## config.mk

```make
export PLATFORM = sky130hd
export DESIGN_NAME = psc_top
export DESIGN_NICKNAME = d
export VERILOG_FILES = /design/src/design/psc_pkg.sv /design/src/design/psc_top.sv /design/src/design/psc_clkdiv.sv
export SDC_FILE = /design/constraint.sdc
export NUM_CORES = 1
export LEC_CHECK = 0
export BUFFER_PORTS_ARGS = -buffer_cell sky130_fd_sc_hd__buf_2
export CAP_MARGIN = 20
export CORE_UTILIZATION = 51
export DETAILED_ROUTE_END_ITERATION = 16
export PLACE_DENSITY = 0.78
export SLEW_MARGIN = 20
export SYNTH_ARGS = -nofsm -noshare
export SYNTH_HDL_FRONTEND = slang
export SYNTH_SLANG_ARGS = --single-unit
```

## constraint.sdc

```tcl
create_clock -name clock -period 2.3 [get_ports clock]
set_clock_uncertainty 0.05 [all_clocks]
set_input_delay 0.575 -clock clock [delete_from_list [all_inputs] [get_ports clock]]
set_output_delay 0.575 -clock clock [all_outputs]
set_load 0.05 [all_outputs]
```

## src/design/psc_pkg.sv

```systemverilog
// psc_pkg: constants and types shared by the power-save and peripheral clock block
// assumes a single core_system_clock domain with synchronous reset
package psc_pkg;
  localparam int PSC_PRIO_W       = 3;
  localparam int PSC_NPERIPH      = 8;
  localparam int PSC_DIV_W        = 2;
  localparam int PSC_CNT_W        = 3;
  // divisor encodings
  localparam logic [1:0] PSC_DIV1 = 2'h0;
  localparam logic [1:0] PSC_DIV2 = 2'h1;
  localparam logic [1:0] PSC_DIV4 = 2'h2;
  localparam logic [1:0] PSC_DIV8 = 2'h3;
  localparam logic [1:0] PSC_DIV_RESET = 2'h0;
  // field positions in oscillator_control_reg
  localparam int PSC_SLEEP_SEL_POS = 4;
  localparam int PSC_DIV_LSB       = 19;
  // start-up times in ns and derived cycle counts at 125 MHz
  localparam int PSC_CLK_NS        = 8;
  localparam int PSC_OSC_START_NS  = 1024;
  localparam int PSC_PLL_LOCK_NS   = 2048;
  localparam int PSC_OSC_START_CYC = (PSC_OSC_START_NS + PSC_CLK_NS - 1) / PSC_CLK_NS;
  localparam int PSC_PLL_LOCK_CYC  = (PSC_PLL_LOCK_NS + PSC_CLK_NS - 1) / PSC_CLK_NS;
  localparam int PSC_DLY_W         = 12;

  typedef enum logic [1:0] {
    PSC_RUN,
    PSC_IDLE,
    PSC_SLEEP
  } psc_mode_t;

  // last count value of the divider for a divisor code
  function automatic logic [2:0] psc_div_last(input logic [1:0] code);
    case (code)
      PSC_DIV1: psc_div_last = 3'h0;
      PSC_DIV2: psc_div_last = 3'h1;
      PSC_DIV4: psc_div_last = 3'h3;
      default:  psc_div_last = 3'h7;
    endcase
  endfunction : psc_div_last
endpackage : psc_pkg

```

## src/design/psc_top.sv

```systemverilog
// psc_top: low-power state control and peripheral bus clock scaling
// assumes the core, interrupt controller and watchdog share core_system_clock
`timescale 1ns/1ps
// Operation
// RQ1 - leave sleep on enabled sleep-capable interrupt above core priority
// RQ2 - low-priority wake from sleep restarts peripheral clock and enters idle
// RQ3 - any reset or watchdog time-out exits sleep
// RQ4 - idle halts core while system clock keeps running
// RQ5 - peripherals with stop-in-idle bit set halt in idle
// RQ6 - wait with sleep-select clear enters idle
// RQ7 - wait with sleep-select set enters sleep, stopping both clocks
// RQ8 - idle exits on interrupt above core priority, else stays idle
// RQ9 - any reset or watchdog time-out exits idle
// RQ10 - two-bit divisor sets peripheral bus clock ratio 1:1 to 1:8
// RQ11 - divisor codes 00,01,10,11 give 1:1,1:2,1:4,1:8
// RQ12 - system-clock units ignore the peripheral divisor
// RQ13 - peripheral read completes at next peripheral bus clock edge
// RQ14 - switch to disabled crystal or pll source waits start-up and lock
// RQ15 - leaving idle adds no oscillator start-up delay
module psc_top
  import psc_pkg::*;
#(
  parameter int NPERIPH   = psc_pkg::PSC_NPERIPH,
  parameter int OSC_DELAY = psc_pkg::PSC_OSC_START_CYC,
  parameter int PLL_DELAY = psc_pkg::PSC_PLL_LOCK_CYC
)
(
  // clock and reset
  input  wire logic                        clock,
  input  wire logic                        reset,
  // core events
  input  wire logic                        wait_exec,
  input  wire logic                        sleep_select_bit,
  input  wire logic [psc_pkg::PSC_DIV_W-1:0] periph_clock_divisor,
  input  wire logic [psc_pkg::PSC_PRIO_W-1:0] cpu_priority,
  // wake sources
  input  wire logic                        irq_valid,
  input  wire logic                        irq_runs_in_sleep,
  input  wire logic [psc_pkg::PSC_PRIO_W-1:0] irq_priority,
  input  wire logic                        wdt_timeout,
  // peripherals
  input  wire logic [NPERIPH-1:0]          stop_in_idle_bit,
  input  wire logic                        periph_read_req,
  // clock source switch
  input  wire logic                        src_switch_req,
  input  wire logic                        src_was_disabled,
  input  wire logic                        src_uses_xtal,
  input  wire logic                        src_uses_pll,
  // outputs
  output logic                             core_halted,
  output logic                             core_system_clock_run,
  output logic                             sys_unit_clk_en,
  output logic                             peripheral_bus_clock,
  output logic [NPERIPH-1:0]               periph_clk_en,
  output logic                             periph_read_done,
  output logic                             src_ready,
  output psc_pkg::psc_mode_t               mode
);
  import psc_pkg::*;

  psc_mode_t            next_mode;
  logic                 pb_edge;
  logic [PSC_CNT_W-1:0] div_count;
  logic                 div_run;
  logic                 next_core_halted;
  logic                 next_core_system_clock_run;
  logic                 next_peripheral_bus_clock;
  logic [NPERIPH-1:0]   next_periph_clk_en;
  logic                 rd_pend;
  logic                 next_rd_pend;
  logic                 next_rd_done;
  logic [PSC_DLY_W-1:0] dly;
  logic [PSC_DLY_W-1:0] next_dly;
  logic                 next_src_ready;
  logic                 hi_irq;

  // peripheral clock stops only in sleep
  assign div_run = (mode != PSC_SLEEP); // RQ7

  psc_clkdiv psc_clkdiv_i (
    .clock                (clock),
    .reset                (reset),
    .run                  (div_run),
    .periph_clock_divisor (periph_clock_divisor), // RQ10 RQ11
    .pb_edge              (pb_edge),
    .count                (div_count)
  );

  // mode state
  always_comb begin
    hi_irq    = irq_valid && (irq_priority > cpu_priority);
    next_mode = mode;
    case (mode)
      PSC_RUN: begin
        if (wait_exec)
          next_mode = sleep_select_bit ? PSC_SLEEP : PSC_IDLE; // RQ6 RQ7
      end
      PSC_IDLE: begin
        // no start-up wait on exit: the source never stopped
        if (hi_irq || wdt_timeout)
          next_mode = PSC_RUN; // RQ8 RQ9 RQ15
      end
      PSC_SLEEP: begin
        if (wdt_timeout || (hi_irq && irq_runs_in_sleep))
          next_mode = PSC_RUN; // RQ1 RQ3
        else if (irq_valid && irq_runs_in_sleep)
          next_mode = PSC_IDLE; // RQ2
      end
      default: next_mode = PSC_RUN;
    endcase
    next_core_halted   = (next_mode != PSC_RUN); // RQ4
    next_core_system_clock_run    = (next_mode != PSC_SLEEP); // RQ4 RQ7
    next_periph_clk_en = '1;
    if (next_mode == PSC_SLEEP)
      next_periph_clk_en = '0;
    else if (next_mode == PSC_IDLE)
      next_periph_clk_en = ~stop_in_idle_bit; // RQ5
  end

  always_ff @(posedge clock) begin
    if (reset) begin
      // reset of any kind lands in run
      mode          <= PSC_RUN; // RQ3 RQ9
      core_halted   <= 1'b0;
      core_system_clock_run    <= 1'b1;
      periph_clk_en <= '1;
    end else begin
      mode          <= next_mode;
      core_halted   <= next_core_halted;
      core_system_clock_run    <= next_core_system_clock_run;
      periph_clk_en <= next_periph_clk_en;
    end
  end

  // peripheral clock level and read completion
  always_comb begin
    next_peripheral_bus_clock   = peripheral_bus_clock;
    // high for the first half of each period; the wrap to zero always carries pb_edge,
    // so the fall must come from the upper counts. at 1:1 the level stays high
    if (pb_edge)
      next_peripheral_bus_clock = 1'b1;
    else if (div_count > (psc_div_last(periph_clock_divisor) >> 1))
      next_peripheral_bus_clock = 1'b0; // RQ10
    next_rd_pend = rd_pend | periph_read_req;
    next_rd_done = 1'b0;
    if (next_rd_pend && pb_edge) begin
      next_rd_done = 1'b1; // RQ13
      next_rd_pend = 1'b0;
    end
  end

  always_ff @(posedge clock) begin
    if (reset) begin
      peripheral_bus_clock <= 1'b0;
      rd_pend              <= 1'b0;
      periph_read_done     <= 1'b0;
      sys_unit_clk_en      <= 1'b1;
    end else begin
      peripheral_bus_clock <= next_peripheral_bus_clock;
      rd_pend              <= next_rd_pend;
      periph_read_done     <= next_rd_done;
      // system-clock units follow sleep only, never the divisor
      sys_unit_clk_en      <= next_core_system_clock_run; // RQ12
    end
  end

  // clock source start-up and lock wait
  always_comb begin
    next_dly       = dly;
    next_src_ready = src_ready;
    if (src_switch_req) begin
      if (src_was_disabled && (src_uses_xtal || src_uses_pll)) begin
        next_dly = PSC_DLY_W'((src_uses_xtal ? OSC_DELAY : 0)
                            + (src_uses_pll ? PLL_DELAY : 0)); // RQ14
        next_src_ready = 1'b0;
      end else begin
        next_dly       = '0;
        next_src_ready = 1'b1;
      end
    end else if (dly != '0) begin
      next_dly = dly - 1'b1;
      if (dly == PSC_DLY_W'(1))
        next_src_ready = 1'b1;
    end
  end

  always_ff @(posedge clock) begin
    if (reset) begin
      dly       <= '0;
      src_ready <= 1'b1;
    end else begin
      dly       <= next_dly;
      src_ready <= next_src_ready;
    end
  end

  chk_wait_idle: assert property (@(posedge clock) disable iff (reset) // RQ6
    (mode == PSC_RUN && wait_exec && !sleep_select_bit) |=> mode == PSC_IDLE)
    else $error("wait did not enter idle");
  chk_wait_sleep: assert property (@(posedge clock) disable iff (reset) // RQ7
    (mode == PSC_RUN && wait_exec && sleep_select_bit) |=> mode == PSC_SLEEP
    && !core_system_clock_run && periph_clk_en == '0)
    else $error("wait did not enter sleep");
  chk_sleep_wake: assert property (@(posedge clock) disable iff (reset) // RQ1
    (mode == PSC_SLEEP && irq_valid && irq_runs_in_sleep
     && irq_priority > cpu_priority) |=> mode == PSC_RUN && !core_halted)
    else $error("sleep missed wake");
  chk_sleep_low: assert property (@(posedge clock) disable iff (reset) // RQ2
    (mode == PSC_SLEEP && !wdt_timeout && irq_valid && irq_runs_in_sleep
     && irq_priority <= cpu_priority) |=> mode == PSC_IDLE && core_halted)
    else $error("low wake not idle");
  chk_wdt_exit: assert property (@(posedge clock) disable iff (reset) // RQ3 RQ9
    (mode != PSC_RUN && wdt_timeout) |=> mode == PSC_RUN)
    else $error("watchdog did not wake");
  chk_idle_stay: assert property (@(posedge clock) disable iff (reset) // RQ8
    (mode == PSC_IDLE && !wdt_timeout && !(irq_valid && irq_priority > cpu_priority))
    |=> mode == PSC_IDLE)
    else $error("idle left without cause");
  chk_idle_gate: assert property (@(posedge clock) disable iff (reset) // RQ4 RQ5
    (mode == PSC_IDLE) |-> core_system_clock_run && periph_clk_en == ~$past(stop_in_idle_bit))
    else $error("idle gating wrong");
  chk_read_edge: assert property (@(posedge clock) disable iff (reset) // RQ13
    (periph_read_req && !rd_pend && periph_clock_divisor == PSC_DIV8 && mode != PSC_SLEEP)
    |-> ##[1:9] periph_read_done)
    else $error("read did not complete");
  chk_src_wait: assert property (@(posedge clock) disable iff (reset) // RQ14
    (src_switch_req && src_was_disabled && src_uses_xtal) |=> !src_ready)
    else $error("start-up delay skipped");
endmodule : psc_top

```

## src/design/psc_clkdiv.sv

```systemverilog
// psc_clkdiv: peripheral bus clock enable generator
// assumes the divisor code is stable or may change at any cycle
`timescale 1ns/1ps
module psc_clkdiv
  import psc_pkg::*;
(
  // clock and reset
  input  wire logic                  clock,
  input  wire logic                  reset,
  // control
  input  wire logic                  run,
  input  wire logic [psc_pkg::PSC_DIV_W-1:0] periph_clock_divisor,
  // output
  output logic                               pb_edge,
  output logic [psc_pkg::PSC_CNT_W-1:0]      count
);
  import psc_pkg::*;

  logic [PSC_CNT_W-1:0] next_count;
  logic                 next_pb_edge;
  logic [2:0]           last;

  always_comb begin
    last = psc_div_last(periph_clock_divisor);
    next_count   = count;
    next_pb_edge = 1'b0;
    if (run) begin
      // a divisor shrink past the count restarts at once, never waits a wrap
      if (count >= last) begin
        next_count   = '0;
        next_pb_edge = 1'b1;
      end else begin
        next_count = count + 3'h1;
      end
    end
  end

  always_ff @(posedge clock) begin
    if (reset) begin
      count   <= '0;
      pb_edge <= 1'b0;
    end else begin
      count   <= next_count;
      pb_edge <= next_pb_edge;
    end
  end

  chk_edge_stopped: assert property (@(posedge clock) disable iff (reset) // RQ7
    !run |=> !pb_edge) else $error("peripheral edge while stopped");
  chk_div_one: assert property (@(posedge clock) disable iff (reset) // RQ10 RQ11
    (run && periph_clock_divisor == PSC_DIV1 && count == 3'h0) |=> pb_edge)
    else $error("1:1 divisor missed an edge");
endmodule : psc_clkdiv

```

## After elaboration in Yosys (flattened, before gate mapping)

Cells that the tools add are included.

| cells by class | value |
|---|---|
| equal/unequal tests | 9 |
| reduce and logical (&&, ||, !) cells | 18 |
| bitwise logic cells | 3 |
| add/sub/neg operators | 3 |
| mux-type cells | 24 |
| order comparisons | 3 |

Operators with widths:

| operator | number |
|---|---|
| 12-bit 2-to-1 mux | 2 |
| 8-bit 2-to-1 mux | 3 |
| 12-bit by 1-bit equality test with 1-bit output (second input constant) | 1 |
| 12-bit nonzero test | 1 |
| 12-bit by 1-bit subtractor with 12-bit output (second input constant) | 1 |
| 8-bit by 9-bit adder with 10-bit output | 1 |
| 10-bit 2-to-1 mux | 1 |
| 2-bit 2-to-1 mux | 5 |
| 9-bit 2-to-1 mux | 1 |
| 3-bit one-hot mux with 3 select lines | 1 |
| 1-bit 2-to-1 mux | 8 |
| 8-bit NOT | 1 |
| 2-bit nonzero test | 4 |
| 2-bit by 1-bit equality test with 1-bit output (second input constant) | 3 |
| 2-bit equality test (second input constant) | 3 |
| 3-bit 2-to-1 mux | 2 |
| 2-bit one-hot mux with 3 select lines | 1 |
| 1-bit logical AND | 5 |
| 2-bit logical NOT | 2 |
| 2-bit inequality test (second input constant) | 2 |
| 2-bit OR reduction | 2 |
| 3-bit by 1-bit adder with 3-bit output (second input constant) | 1 |
| 3-bit >= comparator | 1 |
| 3-bit by 2-bit > comparator with 1-bit output | 1 |
| other kinds (5) | 7 |

| storage, ports and cells | value |
|---|---|
| register bits after elaboration | 32 |
| word-level logic and storage cells | 71 |
| input bits | 28 |
| output and inout bits | 16 |

## Longest topological paths before layout

| depth | value |
|---|---|
| word-level depth | 9 |
| mapped depth | 7 |
| mapped depth without buffers | 6 |

## Hierarchy

A second synthesis with hierarchy kept.

| unflattened totals | value |
|---|---|
| cells, all modules | 181 |
| area total of the unflattened synthesis | 1646.6 um2 |

By module, submodules not included:

| module | cells an instance | area each (um2) | instances |
|---|---|---|---|
| psc_top | 153 | 1385.1 | 1 |
| psc_clkdiv | 28 | 261.5 | 1 |

## Worst setup path after synthesis

OpenSTA, ideal clock, no wires.

| path | value |
|---|---|
| kind | in2reg |
| start | input port periph_clock_divisor[1] in the netlist's numbering |
| end | register psc_clkdiv_i.count[1] in the netlist's numbering |
| arrival | 1846 ps |
| path buffers | 0 |
| setup slack | 309 ps |
| cell stages on the path | 6 |
| cells stage by stage | or2_2 ha_1 nand2b_1 a21o_1 a21o_1 a221oi_1 |

| between the ends | value |
|---|---|
| longest elaborated chain between the ends | 4 |
| elaborated cells on any way between the ends | 6 |

RTL lines:

| what | RTL line | source |
|---|---|---|
| start: declaration | psc_top.sv:34 | `input wire logic [psc_pkg::PSC_DIV_W-1:0] periph_clock_divisor,` |
| 2-bit equality test, or another cell as far along | psc_pkg.sv:33 | `case (code)` |
| 3-bit one-hot mux with 3 select lines * | psc_pkg.sv:33 |  |
| 3-bit >= comparator * | psc_clkdiv.sv:29 | `if (count >= last) begin` |
| 3-bit 2-to-1 mux * | psc_clkdiv.sv:29 |  |
| end signal: assignment | psc_clkdiv.sv:43 | `count <= next_count;` |
| end: declaration | psc_clkdiv.sv:15 | `output logic [psc_pkg::PSC_CNT_W-1:0] count` |

Mark *: on every way between the ends. The rest lies on a longest branch, timed or not.
A chain may end at the register's enable or synchronous reset.

## Worst setup path in the final report

| path | value |
|---|---|
| start | register dly[0] |
| end | register dly[7] |

| between the ends | value |
|---|---|
| longest elaborated chain between the ends | 3 |
| elaborated cells on any way between the ends | 5 |

RTL lines:

| what | RTL line | source |
|---|---|---|
| start: declaration | psc_top.sv:72 | `logic [PSC_DLY_W-1:0] dly;` |
| start signal: assignment | psc_top.sv:192 | `dly <= next_dly;` |
| 12-bit by 1-bit subtractor with 12-bit output | psc_top.sv:181 | `next_dly = dly - 1'b1;` |
| 12-bit 2-to-1 mux | psc_top.sv:180 | `end else if (dly != '0) begin` |
| 12-bit 2-to-1 mux | psc_top.sv:171 | `if (src_switch_req) begin` |

Parallel ways exist; a longest one is shown, timed or not. The select of a mux whose other input is x is not followed.

==> out/qor.csv <==
stage,metric,value,unit
timing,Fin Setup TNS,0,ps
synthesis,Post-synth EDFFs,0,
min_path,Hold Crit Class,in2reg,
cells_and_area,area delta synth->final,18.4,%
synthesis,mapped cell area,1600,µm²
routing,Iter 0 DRT Violations,51,
synthesis,top cell type's share of synthesized area,0.400,
worst_setup_path,CP endpoint kind,register,
worst_setup_path,startpoint class of the critical path,register,
synthesis,register area share after synthesis,0.400,
pwr,Power Dens Cells,1070,nW/µm²
clocking,clock transition at the registers of the reported paths,100,ps
worst_setup_path,CP bufs+invs,2,
routing,DRT antenna net count,0,
routing,drt via density,5.72,
grt,initial antenna violation count,0,
worst_setup_path,WP data required,2480,ps
cells_and_area,layout net count,260,
clocking,CTS-repair resized insts,0,
synthesis,ys flop type,dfxtp_1,
timing,fin crit period,1960,ps
synthesis,most frequent cell after synthesis,dfxtp_1,
grt,GRT overflow,0,
cells_and_area,ant diodes,0,
clocking,CTS tree,built,
clocking,CTS Sinks,32,
floorplanning,die width,58.0,µm
synthesis,dominant cells by area after synthesis,"dfxtp_1, ha_1, nor2_1",
worst_setup_path,FF-to-FF End,dly[7],
grt,global-route wire length before repair,5490,µm
clocking,Max H-tree Level,2,
worst_setup_path,R2R depth,7,
timing,Tcrit/Tclk final,0.851,
timing,worst slew pin tran,691,ps
routing,first drt pass iteration count,10,
synthesis,distinct cell type count after synthesis,43,
synthesis,most frequent cells after synthesis,"dfxtp_1, nor2_1, inv_1, nand2_1, ha_1",
worst_setup_path,total stage count of the critical path,7,
timing,unrepaired setup endpoints after global routing,no,
place,Detailed Place HPWL,2620,µm
cells_and_area,layout cells sized above 1,0.293,
worst_setup_path,worst-path fanout max,7,
routing,drc violations,1,
timing,Slew headroom,0.540,
clocking,CTS Buf Count,5,
worst_setup_path,CP Data Arrival Time,2140,ps
clocking,Post-CTS Hold Fix Bufs,0,
cells_and_area,Post-Route Utilization,0.664,
worst_setup_path,RR Startpoint,dly[0],
worst_setup_path,CP top delay family,simple AND/OR/NAND/NOR gates,
grt,met1 Use GR,0.237,
run,Max Cap Viol,0,
floorplanning,Initial Util,0.561,
worst_setup_path,cells along the critical path,inv_1 -> ha_1 -> nor3b_1 -> nand4_1 -> buf_4 -> a31oi_1 -> o21ai_0,
worst_setup_path,"Largest stage delay, worst path",360,ps
grt,met2 usage,0.373,
worst_setup_path,WS Path Type,reg2reg,
grt,All-Layer GR Usage,0.219,
floorplanning,row cnt,19,
status,outcome,finished with violations,
worst_setup_path,CP Launch Point,dly[0],
synthesis,Syn Area/Cell,9.09,µm²
clocking,postcts setup bufs,0,
floorplanning,core box area,2850,µm²
synthesis,"Async S/R FF share, synth",0,
synthesis,Yosys Warn Count,0,
grt,vias in the first global route,1331,
synthesis,Yosys top cell by area,dfxtp_1,
grt,met3 Use GR,0.0848,
clocking,Clock Tree Buf Depth,2,
timing,WHS,391,ps
place,RD Place Congestion,0.816,
synthesis,syn nets,215,
worst_setup_path,reg2reg setup slack,340,ps
timing,f_max,511,MHz
timing,final hold violations,0,
floorplanning,Die H,58.0,µm
floorplanning,die footprint,3370,µm²
routing,Routed WL,3380,µm
routing,WL per Instance,13.4,µm
floorplanning,Ports,44,
status,failing checks,design-rule violations,
grt,largest net degree at the start of global routing,13,
pwr,Max VDD drop,0.582,mV
routing,via count,1448,
place,IO buf count,43,
worst_setup_path,Worst path slowest cell,dfxtp_1,
worst_setup_path,crit path to,dly[7],
grt,GR peak layer,met2,
pwr,LEAKAGE,0.000843,µW
timing,Final Setup Violations,0,
timing,Max Slew Vio Count,0,
synthesis,cells after synthesis,176,
clocking,Clock Latency Late Sink,340,ps
clocking,CTS Root Cell,clkbuf_4,
synthesis,#FFs+latches synth,32,
==> worst min path at each step <==
stage	start	endpoint	slack, ps	depth (start not counted)
6_report	stop_in_idle_bit[3]	periph_clk_en[3]	390	2
3_5_place_dp	psc_clkdiv_i.pb_edge	rd_pend	390	1
2_1_floorplan	psc_clkdiv_i.pb_edge	rd_pend	360	1
3_3_place_gp	psc_clkdiv_i.pb_edge	rd_pend	380	1
5_1_grt	stop_in_idle_bit[3]	periph_clk_en[3]	370	2
4_1_cts	stop_in_idle_bit[3]	periph_clk_en[3]	390	2
==> routing by layer <==
metal | share of wire | routed length, µm
met3 | 0.081 | 273
met2 | 0.48 | 1630
met4 | 0.017 | 57
met1 | 0.42 | 1430
met5 | 0 | 0
==> kinds of logic after synthesis <==
| family | count (synthesis) | synth area share |
|---|---|---|
| XOR/XNOR | 3 | 0.0164 |
| AO/OA/AOI/OAI | 44 | 0.203 |
| buffers and inverters | 19 | 0.0485 |
| flip-flops | 32 | 0.400 |
| AND/OR/NAND/NOR | 64 | 0.227 |
| multiplexers | 3 | 0.0188 |
| adder cells (fa/ha/maj) | 11 | 0.0860 |
==> cell usage in the layout, fill, tap and decap left out, types with 2 or more instances in the layout <==
cell type	instances
a21o_1	2
nand3_1	3
clkbuf_4	5
xnor2_1	3
nand2_1	13
mux2i_1	3
nor3_1	4
nor3b_1	2
ha_1	11
nor2b_1	2
buf_2	43
clkinv_2	2
nand4_1	3
nand2b_1	3
nor2_1	19
dfxtp_1	32
or3_4	2
inv_1	13
a21oi_1	7
or2_2	3
a31o_2	2
a211oi_1	3
o221ai_1	8
or3_1	2
a31oi_1	5
o21a_1	3
o21ai_0	6
==> registers in the layout (all words and copies together) (netlist names) <==
register,flops
periph_clk_en,8
core_halted,1
src_ready,1
periph_read_done,1
mode,2
dly,12
psc_clkdiv_i.count,3
rd_pend,1
peripheral_bus_clock,1
psc_clkdiv_i.pb_edge,1
sys_unit_clk_en,1
==> power by group <==
part	internal (µW)	switching [µW]
clock	145	193
combinational	410	530
sequential	652	99.3
==> per-stage QoR <==
stage                     instance area, µm²  std cells  setup WS (ps)  power [µW]
after floorplan                         1600        176            309        1480
after global placement                  1830        245            160        1640
after detailed placement                1830        245            102        1690
after CTS                               1890        253            365        2020
after global routing                    1890        253           69.1        2170
final                                   1890        253            344        2030
==> layout make-up <==
class,count,area [µm²]
Sequential cell,32,641
Fill cell,229,958
Multi-Input combinational cell,125,882
Clock buffer,6,51.3
Timing Repair Buffer,44,223
Inverter,13,48.8
Clock inverter,2,10.0
Tap cell,31,38.8
Power figures use the tool's default switching activity.
